## config.mk

```make
export PLATFORM = sky130hd
export DESIGN_NAME = sag_regmap
export DESIGN_NICKNAME = d
export VERILOG_FILES = /design/src/sag_pkg.sv /design/src/sag_byte_if.sv /design/src/sag_shifter.sv /design/src/sag_regmap.sv
export SDC_FILE = /design/constraint.sdc
export NUM_CORES = 1
export LEC_CHECK = 0
export ABC_CLOCK_PERIOD_IN_PS = 2600
export BUFFER_PORTS_ARGS = -buffer_cell sky130_fd_sc_hd__buf_2
export CAP_MARGIN = 20
export CORE_ASPECT_RATIO = 0.8
export CORE_UTILIZATION = 48
export DETAILED_ROUTE_END_ITERATION = 8
export PLACE_DENSITY = 0.78
export SYNTH_ARGS = -nofsm -noshare
export SYNTH_HDL_FRONTEND = slang
export SYNTH_SLANG_ARGS = --single-unit
```

## constraint.sdc

```tcl
create_clock -name core_clk -period 2.6 [get_ports core_clk]
set_input_delay 0.26 -clock core_clk [delete_from_list [all_inputs] [get_ports core_clk]]
set_output_delay 0.26 -clock core_clk [all_outputs]
set_load 0.005 [all_outputs]
```

## src/sag_pkg.sv

```systemverilog
// Constants used by the serial register port decode; the byte shifter uses none of them
//
// Summary of operation
// - Single access 0x30-0x3D is a command strobe; eight of those addresses fire one
// - Burst read 0x30-0x3D returns read-only status
// - Address 0x3F reads receive FIFO; writes ignored
// - Output configuration survives sleep unchanged
// - Output-2 bit 6 inverts selected signal
// - Output-2 bits 5:0 select; reset 41, bit7 zero
// - Output-1 bit 7 sets drive strength, all pins
// - Output-1 bit 6 inverts selected signal
// - Output-1 bits 5:0 select; reset 46 three-state
// - Header bit 6 selects single/burst, bit 7 write/read
`default_nettype none
package sag_pkg;
    // ****************************************
    // Header byte layout
    // ****************************************
    localparam int HDR_RD_BIT    = 7;
    localparam int HDR_BURST_BIT = 6;
    // ****************************************
    // Address map
    // ****************************************
    localparam logic [5:0] ADDR_OUT2_CFG  = 6'h00;
    localparam logic [5:0] ADDR_OUT1_CFG  = 6'h01;
    localparam logic [5:0] ADDR_TOP_LO    = 6'h30;
    localparam logic [5:0] ADDR_TOP_HI    = 6'h3d;
    localparam logic [5:0] ADDR_RESET     = 6'h30;
    localparam logic [5:0] ADDR_XOFF      = 6'h32;
    localparam logic [5:0] ADDR_CAL       = 6'h33;
    localparam logic [5:0] ADDR_RX        = 6'h34;
    localparam logic [5:0] ADDR_IDLE      = 6'h36;
    localparam logic [5:0] ADDR_PWD       = 6'h39;
    localparam logic [5:0] ADDR_FLUSH     = 6'h3a;
    localparam logic [5:0] ADDR_NOP       = 6'h3d;
    localparam logic [5:0] ADDR_PART_NO   = 6'h30;
    localparam logic [5:0] ADDR_VERSION   = 6'h31;
    localparam logic [5:0] ADDR_FREQ_EST  = 6'h32;
    localparam logic [5:0] ADDR_CRC       = 6'h33;
    localparam logic [5:0] ADDR_SIG_STR   = 6'h34;
    localparam logic [5:0] ADDR_STATE     = 6'h35;
    localparam logic [5:0] ADDR_PKTSTAT   = 6'h38;
    localparam logic [5:0] ADDR_RX_FILL   = 6'h3b;
    localparam logic [5:0] ADDR_RX_FIFO   = 6'h3f;
    // ****************************************
    // Configuration fields and reset values
    // ****************************************
    localparam int         CFG_DS_BIT     = 7;
    localparam int         CFG_INV_BIT    = 6;
    localparam int         CFG_SEL_MSB    = 5;
    localparam logic [7:0] OUT2_CFG_RST   = 8'h29;
    localparam logic [7:0] OUT1_CFG_RST   = 8'h2e;
    localparam logic [7:0] OUT2_CFG_WMASK = 8'h7f;
    localparam logic [5:0] SEL_TRISTATE   = 6'h2e;
    // ****************************************
    // Strobe vector positions
    // ****************************************
    localparam int STB_RESET = 0;
    localparam int STB_XOFF  = 1;
    localparam int STB_CAL   = 2;
    localparam int STB_RX    = 3;
    localparam int STB_IDLE  = 4;
    localparam int STB_PWD   = 5;
    localparam int STB_FLUSH = 6;
    localparam int STB_NOP   = 7;
    localparam int STB_COUNT = 8;

    typedef enum logic [0:0] {
        SAG_HDR  = 1'b0,
        SAG_DATA = 1'b1
    } sag_state_t;
endpackage : sag_pkg
`default_nettype wire

```

## src/sag_byte_if.sv

```systemverilog
// Byte-level carrier between the serial shifter and the register decode
`default_nettype none
`timescale 1ns/100ps
interface sag_byte_if;
    logic       frame_start; // Pulse: select asserted
    logic       byte_valid;  // Pulse: received byte complete
    logic [7:0] rx_byte;     // Received byte
    logic       tx_load;     // Pulse: load next outgoing byte
    logic [7:0] tx_byte;     // Next outgoing byte
    modport shifter (output frame_start, output byte_valid, output rx_byte,
                     input tx_load, input tx_byte);
    modport decode (input frame_start, input byte_valid, input rx_byte,
                    output tx_load, output tx_byte);
endinterface : sag_byte_if
`default_nettype wire

```

## src/sag_shifter.sv

```systemverilog
// Serial pin synchroniser and byte shifter, mode 0, MSB first
`default_nettype none
`timescale 1ns/100ps
module sag_shifter (
    input  wire logic  core_clk,  // 10 MHz core clock
    input  wire logic  rst,       // Async reset, active high
    input  wire logic  sclk_pin,  // Serial clock from master
    input  wire logic  csn_pin,   // Chip select, active low
    input  wire logic  si_pin,    // Serial data in
    output logic       so_out,    // Serial data out
    output logic       so_oe_n,   // Low while driving serial out
    sag_byte_if.shifter bus       // Byte carrier
);
    logic [2:0] sync1_q, sync2_q, last_q;
    logic [2:0] sync1_d, sync2_d, last_d;
    logic [7:0] rx_q, rx_d, tx_q, tx_d;
    logic [2:0] cnt_q, cnt_d;
    logic       bv_q, bv_d, fs_q, fs_d;
    logic       sck_rise, sck_fall, sel;

    // ****************************************
    // Two-stage synchronisers on all pins
    // ****************************************
    // Slow master only: sclk must stay well below core_clk / 4
    always_comb begin
        sync1_d  = {sclk_pin, csn_pin, si_pin};
        sync2_d  = sync1_q;
        last_d   = sync2_q;
        sel      = !sync2_q[1];
        sck_rise = sel && sync2_q[2] && !last_q[2];
        sck_fall = sel && !sync2_q[2] && last_q[2];
        rx_d     = rx_q;
        tx_d     = tx_q;
        cnt_d    = cnt_q;
        bv_d     = 1'b0;
        fs_d     = !sync2_q[1] && last_q[1];
        if (!sel) begin
            cnt_d = 3'h0;
        end else if (sck_rise) begin
            rx_d  = {rx_q[6:0], sync2_q[0]};
            cnt_d = cnt_q + 3'h1;
            bv_d  = (cnt_q == 3'h7);
        end else if (sck_fall && cnt_q != 3'h0) begin
            tx_d = {tx_q[6:0], 1'b0};
        end
        // Byte boundary: no shift on the following fall, so a load here is seen
        if (bus.tx_load) begin
            tx_d = bus.tx_byte;
        end
    end

    always_ff @(posedge core_clk or posedge rst) begin
        if (rst) begin
            sync1_q <= 3'b010;
            sync2_q <= 3'b010;
            last_q  <= 3'b010;
            rx_q    <= 8'h00;
            tx_q    <= 8'h00;
            cnt_q   <= 3'h0;
            bv_q    <= 1'b0;
            fs_q    <= 1'b0;
        end else begin
            sync1_q <= sync1_d;
            sync2_q <= sync2_d;
            last_q  <= last_d;
            rx_q    <= rx_d;
            tx_q    <= tx_d;
            cnt_q   <= cnt_d;
            bv_q    <= bv_d;
            fs_q    <= fs_d;
        end
    end

    assign bus.rx_byte     = rx_q;
    assign bus.byte_valid  = bv_q;
    assign bus.frame_start = fs_q;
    assign so_out          = tx_q[7];
    assign so_oe_n         = !sel;
endmodule : sag_shifter
`default_nettype wire

```

## src/sag_regmap.sv

```systemverilog
// Serial register port decode: strobes, status, FIFO and output configuration
`default_nettype none
`timescale 1ns/100ps
module sag_regmap (
    input  wire logic        core_clk,          // 10 MHz core clock
    input  wire logic        rst,               // Async reset, active high
    input  wire logic        sclk_pin,          // Serial clock pin
    input  wire logic        csn_pin,           // Chip select pin, active low
    input  wire logic        si_pin,            // Serial data in pin
    output logic             so_out,            // Serial data out
    output logic             so_oe_n,           // Low while driving serial out
    input  wire logic [7:0]  chip_status,       // Status byte sent with headers
    input  wire logic [7:0]  part_number,       // Part number status
    input  wire logic [7:0]  chip_version,      // Version status
    input  wire logic [7:0]  freq_offset_est,   // Frequency estimate status
    input  wire logic [7:0]  checksum_stat,     // Checksum status
    input  wire logic [7:0]  signal_strength,   // Signal strength status
    input  wire logic [7:0]  radio_state,       // State machine state
    input  wire logic [7:0]  packet_pin_status, // Packet status
    input  wire logic [7:0]  rx_fill_count,     // Receive byte count
    input  wire logic [7:0]  rx_fifo_data,      // FIFO head, shown before pop
    output logic             rx_fifo_pop,       // Pulse: FIFO byte consumed
    output logic             reset_strobe,      // Command strobe pulses
    output logic             crystal_off_strobe,
    output logic             calibrate_strobe,
    output logic             receive_strobe,
    output logic             idle_strobe,
    output logic             power_down_strobe,
    output logic             flush_rx_strobe,
    output logic             no_op_strobe,
    input  wire logic        sleep_active,      // Chip in sleep state
    input  wire logic [63:0] output_sources,    // Selectable internal signals
    output logic             general_output_2,  // Output 2 level
    output logic             output2_oe_n,      // Low while output 2 drives
    output logic             general_output_1,  // Output 1 level
    output logic             output1_oe_n,      // Low while output 1 drives
    output logic             output_drive_strength // High drive for all outputs
);
    sag_byte_if bif ();

    sag_shifter u_shifter (
        .core_clk (core_clk),
        .rst      (rst),
        .sclk_pin (sclk_pin),
        .csn_pin  (csn_pin),
        .si_pin   (si_pin),
        .so_out   (so_out),
        .so_oe_n  (so_oe_n),
        .bus      (bif.shifter)
    );

    sag_pkg::sag_state_t st_q, st_d;
    logic [5:0] addr_q, addr_d;
    logic       rd_q, rd_d, burst_q, burst_d;
    logic       load_q, load_d, stat_q, stat_d, pop_q, pop_d;
    logic [7:0] cfg2_q, cfg2_d, cfg1_q, cfg1_d;
    logic [sag_pkg::STB_COUNT-1:0] stb_q, stb_d;
    logic [7:0] tx_q, tx_d;
    logic [5:0] hdr_addr;
    logic       hdr_take, data_take, is_strobe;

    // ****************************************
    // Decode functions
    // ****************************************
    function automatic logic [sag_pkg::STB_COUNT-1:0] strobe_dec(input logic [5:0] a);
        strobe_dec = '0;
        case (a)
            sag_pkg::ADDR_RESET: strobe_dec[sag_pkg::STB_RESET] = 1'b1;
            sag_pkg::ADDR_XOFF:  strobe_dec[sag_pkg::STB_XOFF]  = 1'b1;
            sag_pkg::ADDR_CAL:   strobe_dec[sag_pkg::STB_CAL]   = 1'b1;
            sag_pkg::ADDR_RX:    strobe_dec[sag_pkg::STB_RX]    = 1'b1;
            sag_pkg::ADDR_IDLE:  strobe_dec[sag_pkg::STB_IDLE]  = 1'b1;
            sag_pkg::ADDR_PWD:   strobe_dec[sag_pkg::STB_PWD]   = 1'b1;
            sag_pkg::ADDR_FLUSH: strobe_dec[sag_pkg::STB_FLUSH] = 1'b1;
            sag_pkg::ADDR_NOP:   strobe_dec[sag_pkg::STB_NOP]   = 1'b1;
            default:             strobe_dec = '0;
        endcase
    endfunction

    // Burst read of the top range reaches status; 0x3F the FIFO, 0x00-0x01 configuration, others zero
    function automatic logic [7:0] read_dec(input logic [5:0] a, input logic b);
        read_dec = 8'h00;
        if (a == sag_pkg::ADDR_RX_FIFO) begin
            read_dec = rx_fifo_data;
        end else if (a >= sag_pkg::ADDR_TOP_LO) begin
            if (b) begin
                case (a)
                    sag_pkg::ADDR_PART_NO:  read_dec = part_number;
                    sag_pkg::ADDR_VERSION:  read_dec = chip_version;
                    sag_pkg::ADDR_FREQ_EST: read_dec = freq_offset_est;
                    sag_pkg::ADDR_CRC:      read_dec = checksum_stat;
                    sag_pkg::ADDR_SIG_STR:  read_dec = signal_strength;
                    sag_pkg::ADDR_STATE:    read_dec = radio_state;
                    sag_pkg::ADDR_PKTSTAT:  read_dec = packet_pin_status;
                    sag_pkg::ADDR_RX_FILL:  read_dec = rx_fill_count;
                    default:               read_dec = 8'h00;
                endcase
            end
        end else if (a == sag_pkg::ADDR_OUT2_CFG) begin
            read_dec = cfg2_q;
        end else if (a == sag_pkg::ADDR_OUT1_CFG) begin
            read_dec = cfg1_q;
        end
    endfunction

    // ****************************************
    // Transaction sequencing
    // ****************************************
    assign hdr_addr  = bif.rx_byte[5:0];
    assign hdr_take  = bif.byte_valid && st_q == sag_pkg::SAG_HDR;
    assign data_take = bif.byte_valid && st_q == sag_pkg::SAG_DATA;
    assign is_strobe = !bif.rx_byte[sag_pkg::HDR_BURST_BIT] &&
                       hdr_addr >= sag_pkg::ADDR_TOP_LO && hdr_addr <= sag_pkg::ADDR_TOP_HI;

    always_comb begin
        st_d    = st_q;
        addr_d  = addr_q;
        rd_d    = rd_q;
        burst_d = burst_q;
        load_d  = 1'b0;
        stat_d  = 1'b0;
        pop_d   = 1'b0;
        cfg2_d  = cfg2_q;
        cfg1_d  = cfg1_q;
        stb_d   = '0;
        tx_d    = tx_q;
        if (bif.frame_start) begin
            st_d   = sag_pkg::SAG_HDR;
            stat_d = 1'b1;
        end else if (hdr_take) begin
            addr_d  = hdr_addr;
            rd_d    = bif.rx_byte[sag_pkg::HDR_RD_BIT];
            burst_d = bif.rx_byte[sag_pkg::HDR_BURST_BIT];
            if (is_strobe) begin
                stb_d  = strobe_dec(hdr_addr);
                stat_d = 1'b1;
            end else begin
                st_d   = sag_pkg::SAG_DATA;
                load_d = bif.rx_byte[sag_pkg::HDR_RD_BIT];
            end
        end else if (data_take) begin
            if (rd_q) begin
                pop_d = (addr_q == sag_pkg::ADDR_RX_FIFO);
            end else begin
                case (addr_q)
                    sag_pkg::ADDR_OUT2_CFG: cfg2_d = bif.rx_byte & sag_pkg::OUT2_CFG_WMASK;
                    sag_pkg::ADDR_OUT1_CFG: cfg1_d = bif.rx_byte;
                    default:                cfg1_d = cfg1_q;
                endcase
            end
            if (burst_q) begin
                // Burst walks the configuration space; FIFO and status stay put
                if (addr_q < sag_pkg::ADDR_TOP_LO) begin
                    addr_d = addr_q + 6'h01;
                end
                load_d = rd_q && addr_q != sag_pkg::ADDR_RX_FIFO;
            end else begin
                st_d   = sag_pkg::SAG_HDR;
                stat_d = 1'b1;
            end
        end
        // FIFO head is only valid the cycle after the pop has moved it on
        if (pop_q && burst_q) begin
            load_d = 1'b1;
        end
        // Chip reset strobe restores defaults; sleep alone never does
        if (stb_q[sag_pkg::STB_RESET]) begin
            cfg2_d = sag_pkg::OUT2_CFG_RST;
            cfg1_d = sag_pkg::OUT1_CFG_RST;
        end
        if (load_q) begin
            tx_d = read_dec(addr_q, burst_q);
        end else if (stat_q) begin
            tx_d = chip_status;
        end
    end

    always_ff @(posedge core_clk or posedge rst) begin
        if (rst) begin
            st_q    <= sag_pkg::SAG_HDR;
            addr_q  <= 6'h00;
            rd_q    <= 1'b0;
            burst_q <= 1'b0;
            load_q  <= 1'b0;
            stat_q  <= 1'b0;
            pop_q   <= 1'b0;
            cfg2_q  <= sag_pkg::OUT2_CFG_RST;
            cfg1_q  <= sag_pkg::OUT1_CFG_RST;
            stb_q   <= '0;
            tx_q    <= 8'h00;
        end else begin
            st_q    <= st_d;
            addr_q  <= addr_d;
            rd_q    <= rd_d;
            burst_q <= burst_d;
            load_q  <= load_d;
            stat_q  <= stat_d;
            pop_q   <= pop_d;
            cfg2_q  <= cfg2_d;
            cfg1_q  <= cfg1_d;
            stb_q   <= stb_d;
            tx_q    <= tx_d;
        end
    end

    // Byte loaded one cycle after the decision, so a popped FIFO head settles
    assign bif.tx_byte = tx_d;
    assign bif.tx_load = load_q || stat_q;
    assign rx_fifo_pop = pop_q;

    assign reset_strobe       = stb_q[sag_pkg::STB_RESET];
    assign crystal_off_strobe = stb_q[sag_pkg::STB_XOFF];
    assign calibrate_strobe   = stb_q[sag_pkg::STB_CAL];
    assign receive_strobe     = stb_q[sag_pkg::STB_RX];
    assign idle_strobe        = stb_q[sag_pkg::STB_IDLE];
    assign power_down_strobe  = stb_q[sag_pkg::STB_PWD];
    assign flush_rx_strobe    = stb_q[sag_pkg::STB_FLUSH];
    assign no_op_strobe       = stb_q[sag_pkg::STB_NOP];

    // ****************************************
    // Output selection
    // ****************************************
    assign general_output_2 = output_sources[cfg2_q[sag_pkg::CFG_SEL_MSB:0]]
                              ^ cfg2_q[sag_pkg::CFG_INV_BIT];
    assign general_output_1 = output_sources[cfg1_q[sag_pkg::CFG_SEL_MSB:0]]
                              ^ cfg1_q[sag_pkg::CFG_INV_BIT];
    assign output2_oe_n = cfg2_q[sag_pkg::CFG_SEL_MSB:0] == sag_pkg::SEL_TRISTATE;
    assign output1_oe_n = cfg1_q[sag_pkg::CFG_SEL_MSB:0] == sag_pkg::SEL_TRISTATE;
    assign output_drive_strength = cfg1_q[sag_pkg::CFG_DS_BIT];

    // ****************************************
    // Assertions
    // ****************************************
    strobe_fires_a: assert property (@(posedge core_clk) disable iff (rst)
        hdr_take && is_strobe |=> $onehot(stb_q) ##1 stb_q == '0)
        else $error("strobe header did not give one strobe pulse");
    status_read_a: assert property (@(posedge core_clk) disable iff (rst)
        hdr_take && bif.rx_byte == 8'hf5 |=> bif.tx_load && bif.tx_byte == radio_state)
        else $error("burst status read did not return state");
    fifo_pop_a: assert property (@(posedge core_clk) disable iff (rst)
        rx_fifo_pop |-> $past(data_take) && addr_q == sag_pkg::ADDR_RX_FIFO && rd_q)
        else $error("fifo pop outside fifo read");
    sleep_keep_a: assert property (@(posedge core_clk) disable iff (rst)
        sleep_active && !data_take && !stb_q[sag_pkg::STB_RESET]
        |=> $stable(cfg2_q) && $stable(cfg1_q))
        else $error("configuration changed without write");
    invert2_a: assert property (@(posedge core_clk) disable iff (rst)
        general_output_2 != output_sources[cfg2_q[5:0]] |-> cfg2_q[6])
        else $error("output 2 inverted without invert bit");
    unused_bit_a: assert property (@(posedge core_clk) disable iff (rst)
        data_take && !rd_q && addr_q == 6'h00 |=> cfg2_q == {1'b0, $past(bif.rx_byte[6:0])})
        else $error("output 2 configuration write wrong");
    drive_str_a: assert property (@(posedge core_clk) disable iff (rst)
        data_take && !rd_q && addr_q == 6'h01 |=> output_drive_strength == $past(bif.rx_byte[7]))
        else $error("drive strength not taken from write");
    reset_cfg_a: assert property (@(posedge core_clk) disable iff (rst)
        reset_strobe |=> cfg1_q == 8'h2e && cfg2_q == 8'h29 && output1_oe_n)
        else $error("reset strobe did not restore defaults");
    burst_next_a: assert property (@(posedge core_clk) disable iff (rst)
        data_take && burst_q && rd_q && addr_q != sag_pkg::ADDR_RX_FIFO
        |=> bif.tx_load && st_q == sag_pkg::SAG_DATA)
        else $error("burst read did not load next byte");
    fifo_reload_a: assert property (@(posedge core_clk) disable iff (rst)
        rx_fifo_pop && burst_q |=> bif.tx_load && bif.tx_byte == rx_fifo_data)
        else $error("burst fifo read did not load next head");
    ignore_wr_a: assert property (@(posedge core_clk) disable iff (rst)
        data_take && !rd_q && addr_q > 6'h01 && !stb_q[sag_pkg::STB_RESET]
        |=> $stable(cfg1_q) && $stable(cfg2_q))
        else $error("write to unused address changed state");
endmodule : sag_regmap
`default_nettype wire

```

==> impl_metrics.json, run 1 <==
{
  "hpwl_um": 10300,
  "vias_per_cell": 6.23,
  "maxSlewViolCount": 0,
  "max_freq_mhz": 354,
  "hold_violations": 0,
  "crit_buf_inv": 2,
  "place.gp.congestion": 0.954,
  "ys_seq_area_share_pct": 35.6,
  "status": "finished, violations left",
  "required_ps": 2340,
  "worst_pin_slew_ps": 785,
  "cpMostUsedCell": "mux4_2",
  "synth_top_area_share_pct": 29.8,
  "synth_area_leader_cell": "dfrtp_1",
  "start_kind": "flop",
  "drive_gt1_share_pct": 44.1,
  "setup_ws_ps": -221,
  "violations": "negative setup slack",
  "port_buffers": 164,
  "ir_drop_mv": 0.487,
  "synth_enable_flop_cells": 0,
  "drtIter0Drc": 420,
  "fin_crit_sh_pct": 109,
  "power_density_nw_per_um2": 483,
  "synth_xor_area_share_pct": 0.579,
  "grt_pass1_vias": 4244,
  "finalSetupViolCount": 2,
  "cp.arrival_ps": 2560,
  "utilization_pct": 64.9,
  "vias": 4488,
  "seq_power_share_pct": 39.8,
  "ys_warn_count": 0,
  "clock_latency_ps": 320,
  "ys_dominant_reg_cell": "dfrtp_1",
  "combPwrFrac_pct": 11.4,
  "p_sw_share_pct": 22.8,
  "finalCriticalPeriod_ps": 2820,
  "cts_root_buf": "clkbuf_16",
  "final_nets": 757,
  "ant_nets": 0,
  "clock_sinks": 64,
  "cp_top_family": "multiplexers",
  "synth_top_family_by_area": "multiplexers",
  "grt_usage_pct": 27.9,
  "synthTopCellsByArea": "dfrtp_1 30%, mux4_2 16%, dfstp_2 5.8%",
  "yosys.area_share.simple_pct": 12.7,
  "grt_pass1_wl_um": 21400,
  "power.switching_mw": 0.653,
  "design.portCount": 166,
  "clk_pin_slew_worst_paths_ps": 60,
  "drc": 0,
  "htreeDepth": 3,
  "stdcell_count": 720,
  "routed_wl_um": 13800,
  "synthAdderAreaFrac_pct": 1.93,
  "power.internal_mw": 2.21,
  "nFillCells": 729,
  "clk_path_buf_depth": 2,
  "yosys.cell_count.top_type": "dfrtp_1",
  "maxCapViolCount": 0,
  "synth_area_um2": 4540,
  "p_clk_share_pct": 48.8,
  "synth-async-reset-ratio_pct": 100,
  "synth_nets": 596,
  "wl_per_cell_um": 19.2,
  "p_leak_nw": 2.71,
  "ys_seq_elements": 64,
  "hp-class": "in -> reg",
  "antenna_found_initial": 1,
  "synthTopCellsByCount": "54 x dfrtp_1, 37 x a21oi_1, 33 x mux4_2, 27 x nand2_1, 27 x nor2_1",
  "skew_ps": 4.08,
  "num_antenna_cells": 0,
  "grt_overflow_total": 0,
  "synth_compound_area_share_pct": 20.3,
  "synthCells": 439,
  "dpl.cell_count": 697,
  "cp_max_fo": 8,
  "slowest_delay_ps": 550,
  "path_cells": "buf_12 -> mux4_2 -> mux4_2 -> o21ai_0 -> nor2_2 -> xor2_1 -> buf_2",
  "slowest_stage": "dfstp_2",
  "setup.worst_path.end_class": "output port",
  "chipHeight_um": 88.9,
  "hold_buffers": 0,
  "rsz0062_at_grt": "yes",
  "synthDistinctLibCells": 58,
  "die_x_um": 111,
  "area_delta_synth_final_pct": 30.4,
  "slew_headroom_pct": 47.6,
  "postSynthAreaPerCell_um2": 10.3,
  "initial_utilization_pct": 49.8,
  "row_count": 31,
  "dieArea_um2": 9840,
  "synth_mux_area_share_pct": 23.8,
  "numCtsBuffers": 9,
  "firstDrtPassIters": 5,
  "path_class": "reg -> out",
  "fp.coreArea_um2": 9110,
  "cts_tree": "done",
  "grt_max_degree": 65
}
==> final timing paths <==
check                                                       to                      startpoint  slack, ps  cells after the start
worst max register to register   u_shifter.tx_q[4]$_DFFE_PP0P_           addr_q[0]$_DFFE_PP0P_        180                      8
worst min-delay path            u_shifter.sync1_q[1]$_DFF_PP1_                         csn_pin         40                      1
worst min register to register   u_shifter.last_d[2]$_DFF_PP0_  u_shifter.sync1_q[2]$_DFF_PP0_        350                      0
min in group asynchronous        u_shifter.last_q[2]$_DFF_PP0_                             rst        150                      3
worst max-delay path                          general_output_2           cfg2_q[0]$_DFFE_PP1P_       -220                      7
max in group asynchronous                   stb_q[7]$_DFF_PP0_                             rst       1920                      3
==> placed cells by master (no fill, tap or decap), types with 16 or more instances in the layout <==
cell type and instances:
a22oi_1 16, mux4_2 33, a21oi_1 37, o21ai_0 25, buf_2 164, nand3_1 17
mux2i_1 20, dfrtp_1 54, nor2_1 26, buf_4 19, nand2_1 26
==> per-layer routing <==
metal / wire length, um / global-route usage, % / up-vias / part of all wire, %
met2: 6750 / 46.9 / 239 / 49
met4: 162 / 6.18 / 0 / 1.2
met1: 5760 / 37.9 / 2211 / 42
met5: 0 / 0 / - / 0
met3: 1120 / 6.10 / 19 / 8.1
li1: - / - / 2019 / -
==> timing repair <==
item	in CTS	in global routing
pin swaps	2	2
setup endpoints to repair	2	2
gates resized for setup	4	3
setup buffers	6	1
==> power groups by stage <==
stage	clock, mW	combinational, mW	sequential (mW)
2_1_floorplan	0	0.175	1.11
3_3_place_gp	0	0.310	1.15
3_5_place_dp	0	0.320	1.15
4_1_cts	1.41	0.324	1.14
5_1_grt	1.46	0.358	1.15
6_report	1.39	0.326	1.14
==> worst reg2reg max path: stages (launching register included) <==
cell      delay [ps]
dfrtp_1          440
inv_1             90
ha_1             350
inv_1            160
nor3b_2           60
o41a_1           520
a21boi_1         190
o221a_1          230
a221o_1          260
==> area by class of cell <==
cell class,instances,area [um^2],share of cell area (%)
Clock buffer,10,239,4.04
Clock inverter,6,114,1.92
Inverter,16,60.1,1.02
Multi-Input combinational cell,322,2700,45.7
Sequential cell,64,1620,27.3
Timing Repair Buffer,187,1040,17.6
Tap cell,115,144,2.43
==> cells by family after synthesis <==
kind of cell / Yosys count
AO/OA/AOI/OAI: 133
AND/OR/NAND/NOR: 114
multiplexers: 65
flip-flops: 64
buffers and inverters: 53
adder cells (fa/ha/maj): 7
XOR/XNOR: 3
==> state kept, by name, summed over array words and instances (netlist names), 6 cells and up <==
name,cells
cfg2_q,7
cfg1_q,8
addr_q,6
u_shifter.bus.rx_byte,8
stb_q,8
u_shifter.tx_q,8
==> stage by stage <==
stage / power [mW] / cell area (um^2) / hold slack (ps) / setup slack [ps] / setup TNS (ps)
final: 2.86 / 5920 / 35.5 / -221 / -249
after CTS: 2.87 / 5900 / 28.6 / -206 / -213
after detailed placement: 1.47 / 5470 / 336 / 124 / 0
after floorplan: 1.29 / 4540 / 264 / 247 / 0
after global placement: 1.46 / 5470 / 333 / 144 / 0
after global routing: 2.96 / 5920 / 21.5 / -343 / -460
(Power assumes the default switching activity.)
==> inputs of run 2 (changes only) <==
ABC_CLOCK_PERIOD_IN_PS = 2300   (was 2600)
CORE_UTILIZATION = 40   (was 48)
PLACE_DENSITY = 0.69   (was 0.78)
clock period = 2.3 ns   (was 2.6 ns; I/O delays follow)
==> run 2 against run 1 <==
Effect of this change: the flow still finishes with violations (negative setup slack); global-route usage down 3.7 points; utilization down 8.8 points; cell count up 6.9%; final area up 3.6%; first-iteration DRC count down 23%; combinational power up 16%; non-clock buffer count up 21.
==> impl_metrics.json, run 2 (synthesis gave the netlist of run 1 again) <==
{
  "clk_path_buf_depth": 2,
  "chipHeight_um": 97.2,
  "cp_max_fo": 7,
  "required_ps": 2070,
  "drive_gt1_share_pct": 46.6,
  "slew_headroom_pct": 63.8,
  "status": "finished, violations left",
  "cts_root_buf": "clkbuf_16",
  "violations": "negative setup slack",
  "clk_pin_slew_worst_paths_ps": 50,
  "fin_crit_sh_pct": 123,
  "clock_latency_ps": 340,
  "hp-class": "in -> reg",
  "routed_wl_um": 13900,
  "row_count": 34,
  "place.gp.congestion": 0.870,
  "grt_max_degree": 24,
  "hpwl_um": 10500,
  "grtUsageMet1_pct": 32.3,
  "setup.worst_path.end_class": "output port",
  "tns_ps": -740,
  "skew_ps": 6.42,
  "design.portCount": 166,
  "area_delta_synth_final_pct": 35.1,
  "layout_common_cells": "164 x buf_2, 53 x dfrtp_1, 37 x a21oi_1, 36 x buf_4, 33 x mux4_2",
  "ir_drop_mv": 0.439,
  "grt_overflow_total": 0,
  "firstDrtPassIters": 7,
  "drc": 0,
  "maxCapViolCount": 0,
  "start_kind": "flop",
  "grt_use_met3_pct": 5.11,
  "vias_per_cell": 5.82,
  "grt_pass1_vias": 4464,
  "grtUsageMet2_pct": 39.7,
  "rsz0062_at_grt": "yes",
  "die_x_um": 121,
  "hold_depth": 2,
  "clock_sinks": 64,
  "numCtsBuffers": 9,
  "grt_pass1_wl_um": 22100,
  "hold_violations": 0,
  "p_leak_nw": 2.81,
  "finalSetupViolCount": 2,
  "num_antenna_cells": 0,
  "drtIter0Drc": 322,
  "power_density_nw_per_um2": 523,
  "port_buffers": 164,
  "cts_tree": "done",
  "wl_per_cell_um": 18.1,
  "dieArea_um2": 11800,
  "path_class": "reg -> out",
  "antenna_found_initial": 0,
  "fp.coreArea_um2": 10900,
  "finalCriticalPeriod_ps": 2820,
  "setup_ws_ps": -521,
  "final_common_cell": "buf_2",
  "maxSlewViolCount": 0,
  "dpl.cell_count": 744,
  "busiest_layer": "met2",
  "stdcell_count": 770,
  "cp.arrival_ps": 2590,
  "nFillCells": 935,
  "worst_pin_slew_ps": 539,
  "initial_utilization_pct": 41.5,
  "vias": 4481,
  "max_freq_mhz": 355,
  "ant_nets": 0,
  "htreeDepth": 3,
  "r2r_setup_slack_ps": 80,
  "final_nets": 778,
  "reg2reg_depth": 8,
  "grt_usage_pct": 24.2
}
-- run 2: cell type report --
type	count	area [um^2]	share of cell area (%)
multi-input cells	322	2730	44.6
clock inverters	5	86.3	1.41
inverters	16	60.1	0.980
repair buffers	208	1200	19.5
well taps	144	180	2.94
flip-flops and latches	64	1620	26.4
clock buffers	11	253	4.12
-- run 2: worst paths after layout --
kind                                                     start                            end
max in group asynchronous                                  rst          addr_q[1]$_DFFE_PP0P_
worst min register to register  u_shifter.sync1_q[2]$_DFF_PP0_  u_shifter.last_d[2]$_DFF_PP0_
worst max-delay path                     cfg2_q[0]$_DFFE_PP1P_               general_output_2
worst max register to register           addr_q[0]$_DFFE_PP0P_  u_shifter.tx_q[4]$_DFFE_PP0P_
worst min-delay path                            chip_status[4]  u_shifter.tx_q[4]$_DFFE_PP0P_
min in group asynchronous                                  rst             stb_q[3]$_DFF_PP0_
-- run 2: metal layers --
layer,wire length [um],up-vias
li1,-,2061
met1,6090,2191
met2,6630,204
met4,242,0
met5,0,-
met3,987,25
-- run 2: critical path, stage by stage (launching register included) --
cell and delay (ps):
dfstp_2 580, buf_8 140, mux4_2 490, mux4_2 480, nand2_1 80, and3_1 140
nor2_1 50, xor2_1 140, buf_2 150
-- run 2: where the power goes --
group	leakage (nW)	switching (mW)	total (mW)	internal, mW
registers	0.823	0.0978	1.29	1.19
clock network	0.167	0.519	1.54	1.02
logic	1.82	0.166	0.379	0.213
-- run 2: timing repair --
item	4_1_cts	5_1_grt
pin swaps	0	7
hold buffers	4	0
gates resized for setup	6	17
hold endpoints to repair	21	0
buffers inserted	4	2
setup endpoints to repair	2	8
-- run 2: per-stage QoR --
stage	worst slack, ps	power (mW)	hold WS (ps)	utilization [%]	area, um^2
after detailed placement	-203	1.68	265	51.5	5630
final	-521	3.21	136	56.1	6130
after CTS	-528	3.22	129	55.5	6070
after global routing	-646	3.32	138	56.1	6130
after floorplan	16.2	1.45	234	-	4540
after global placement	-180	1.66	259	51.5	5630
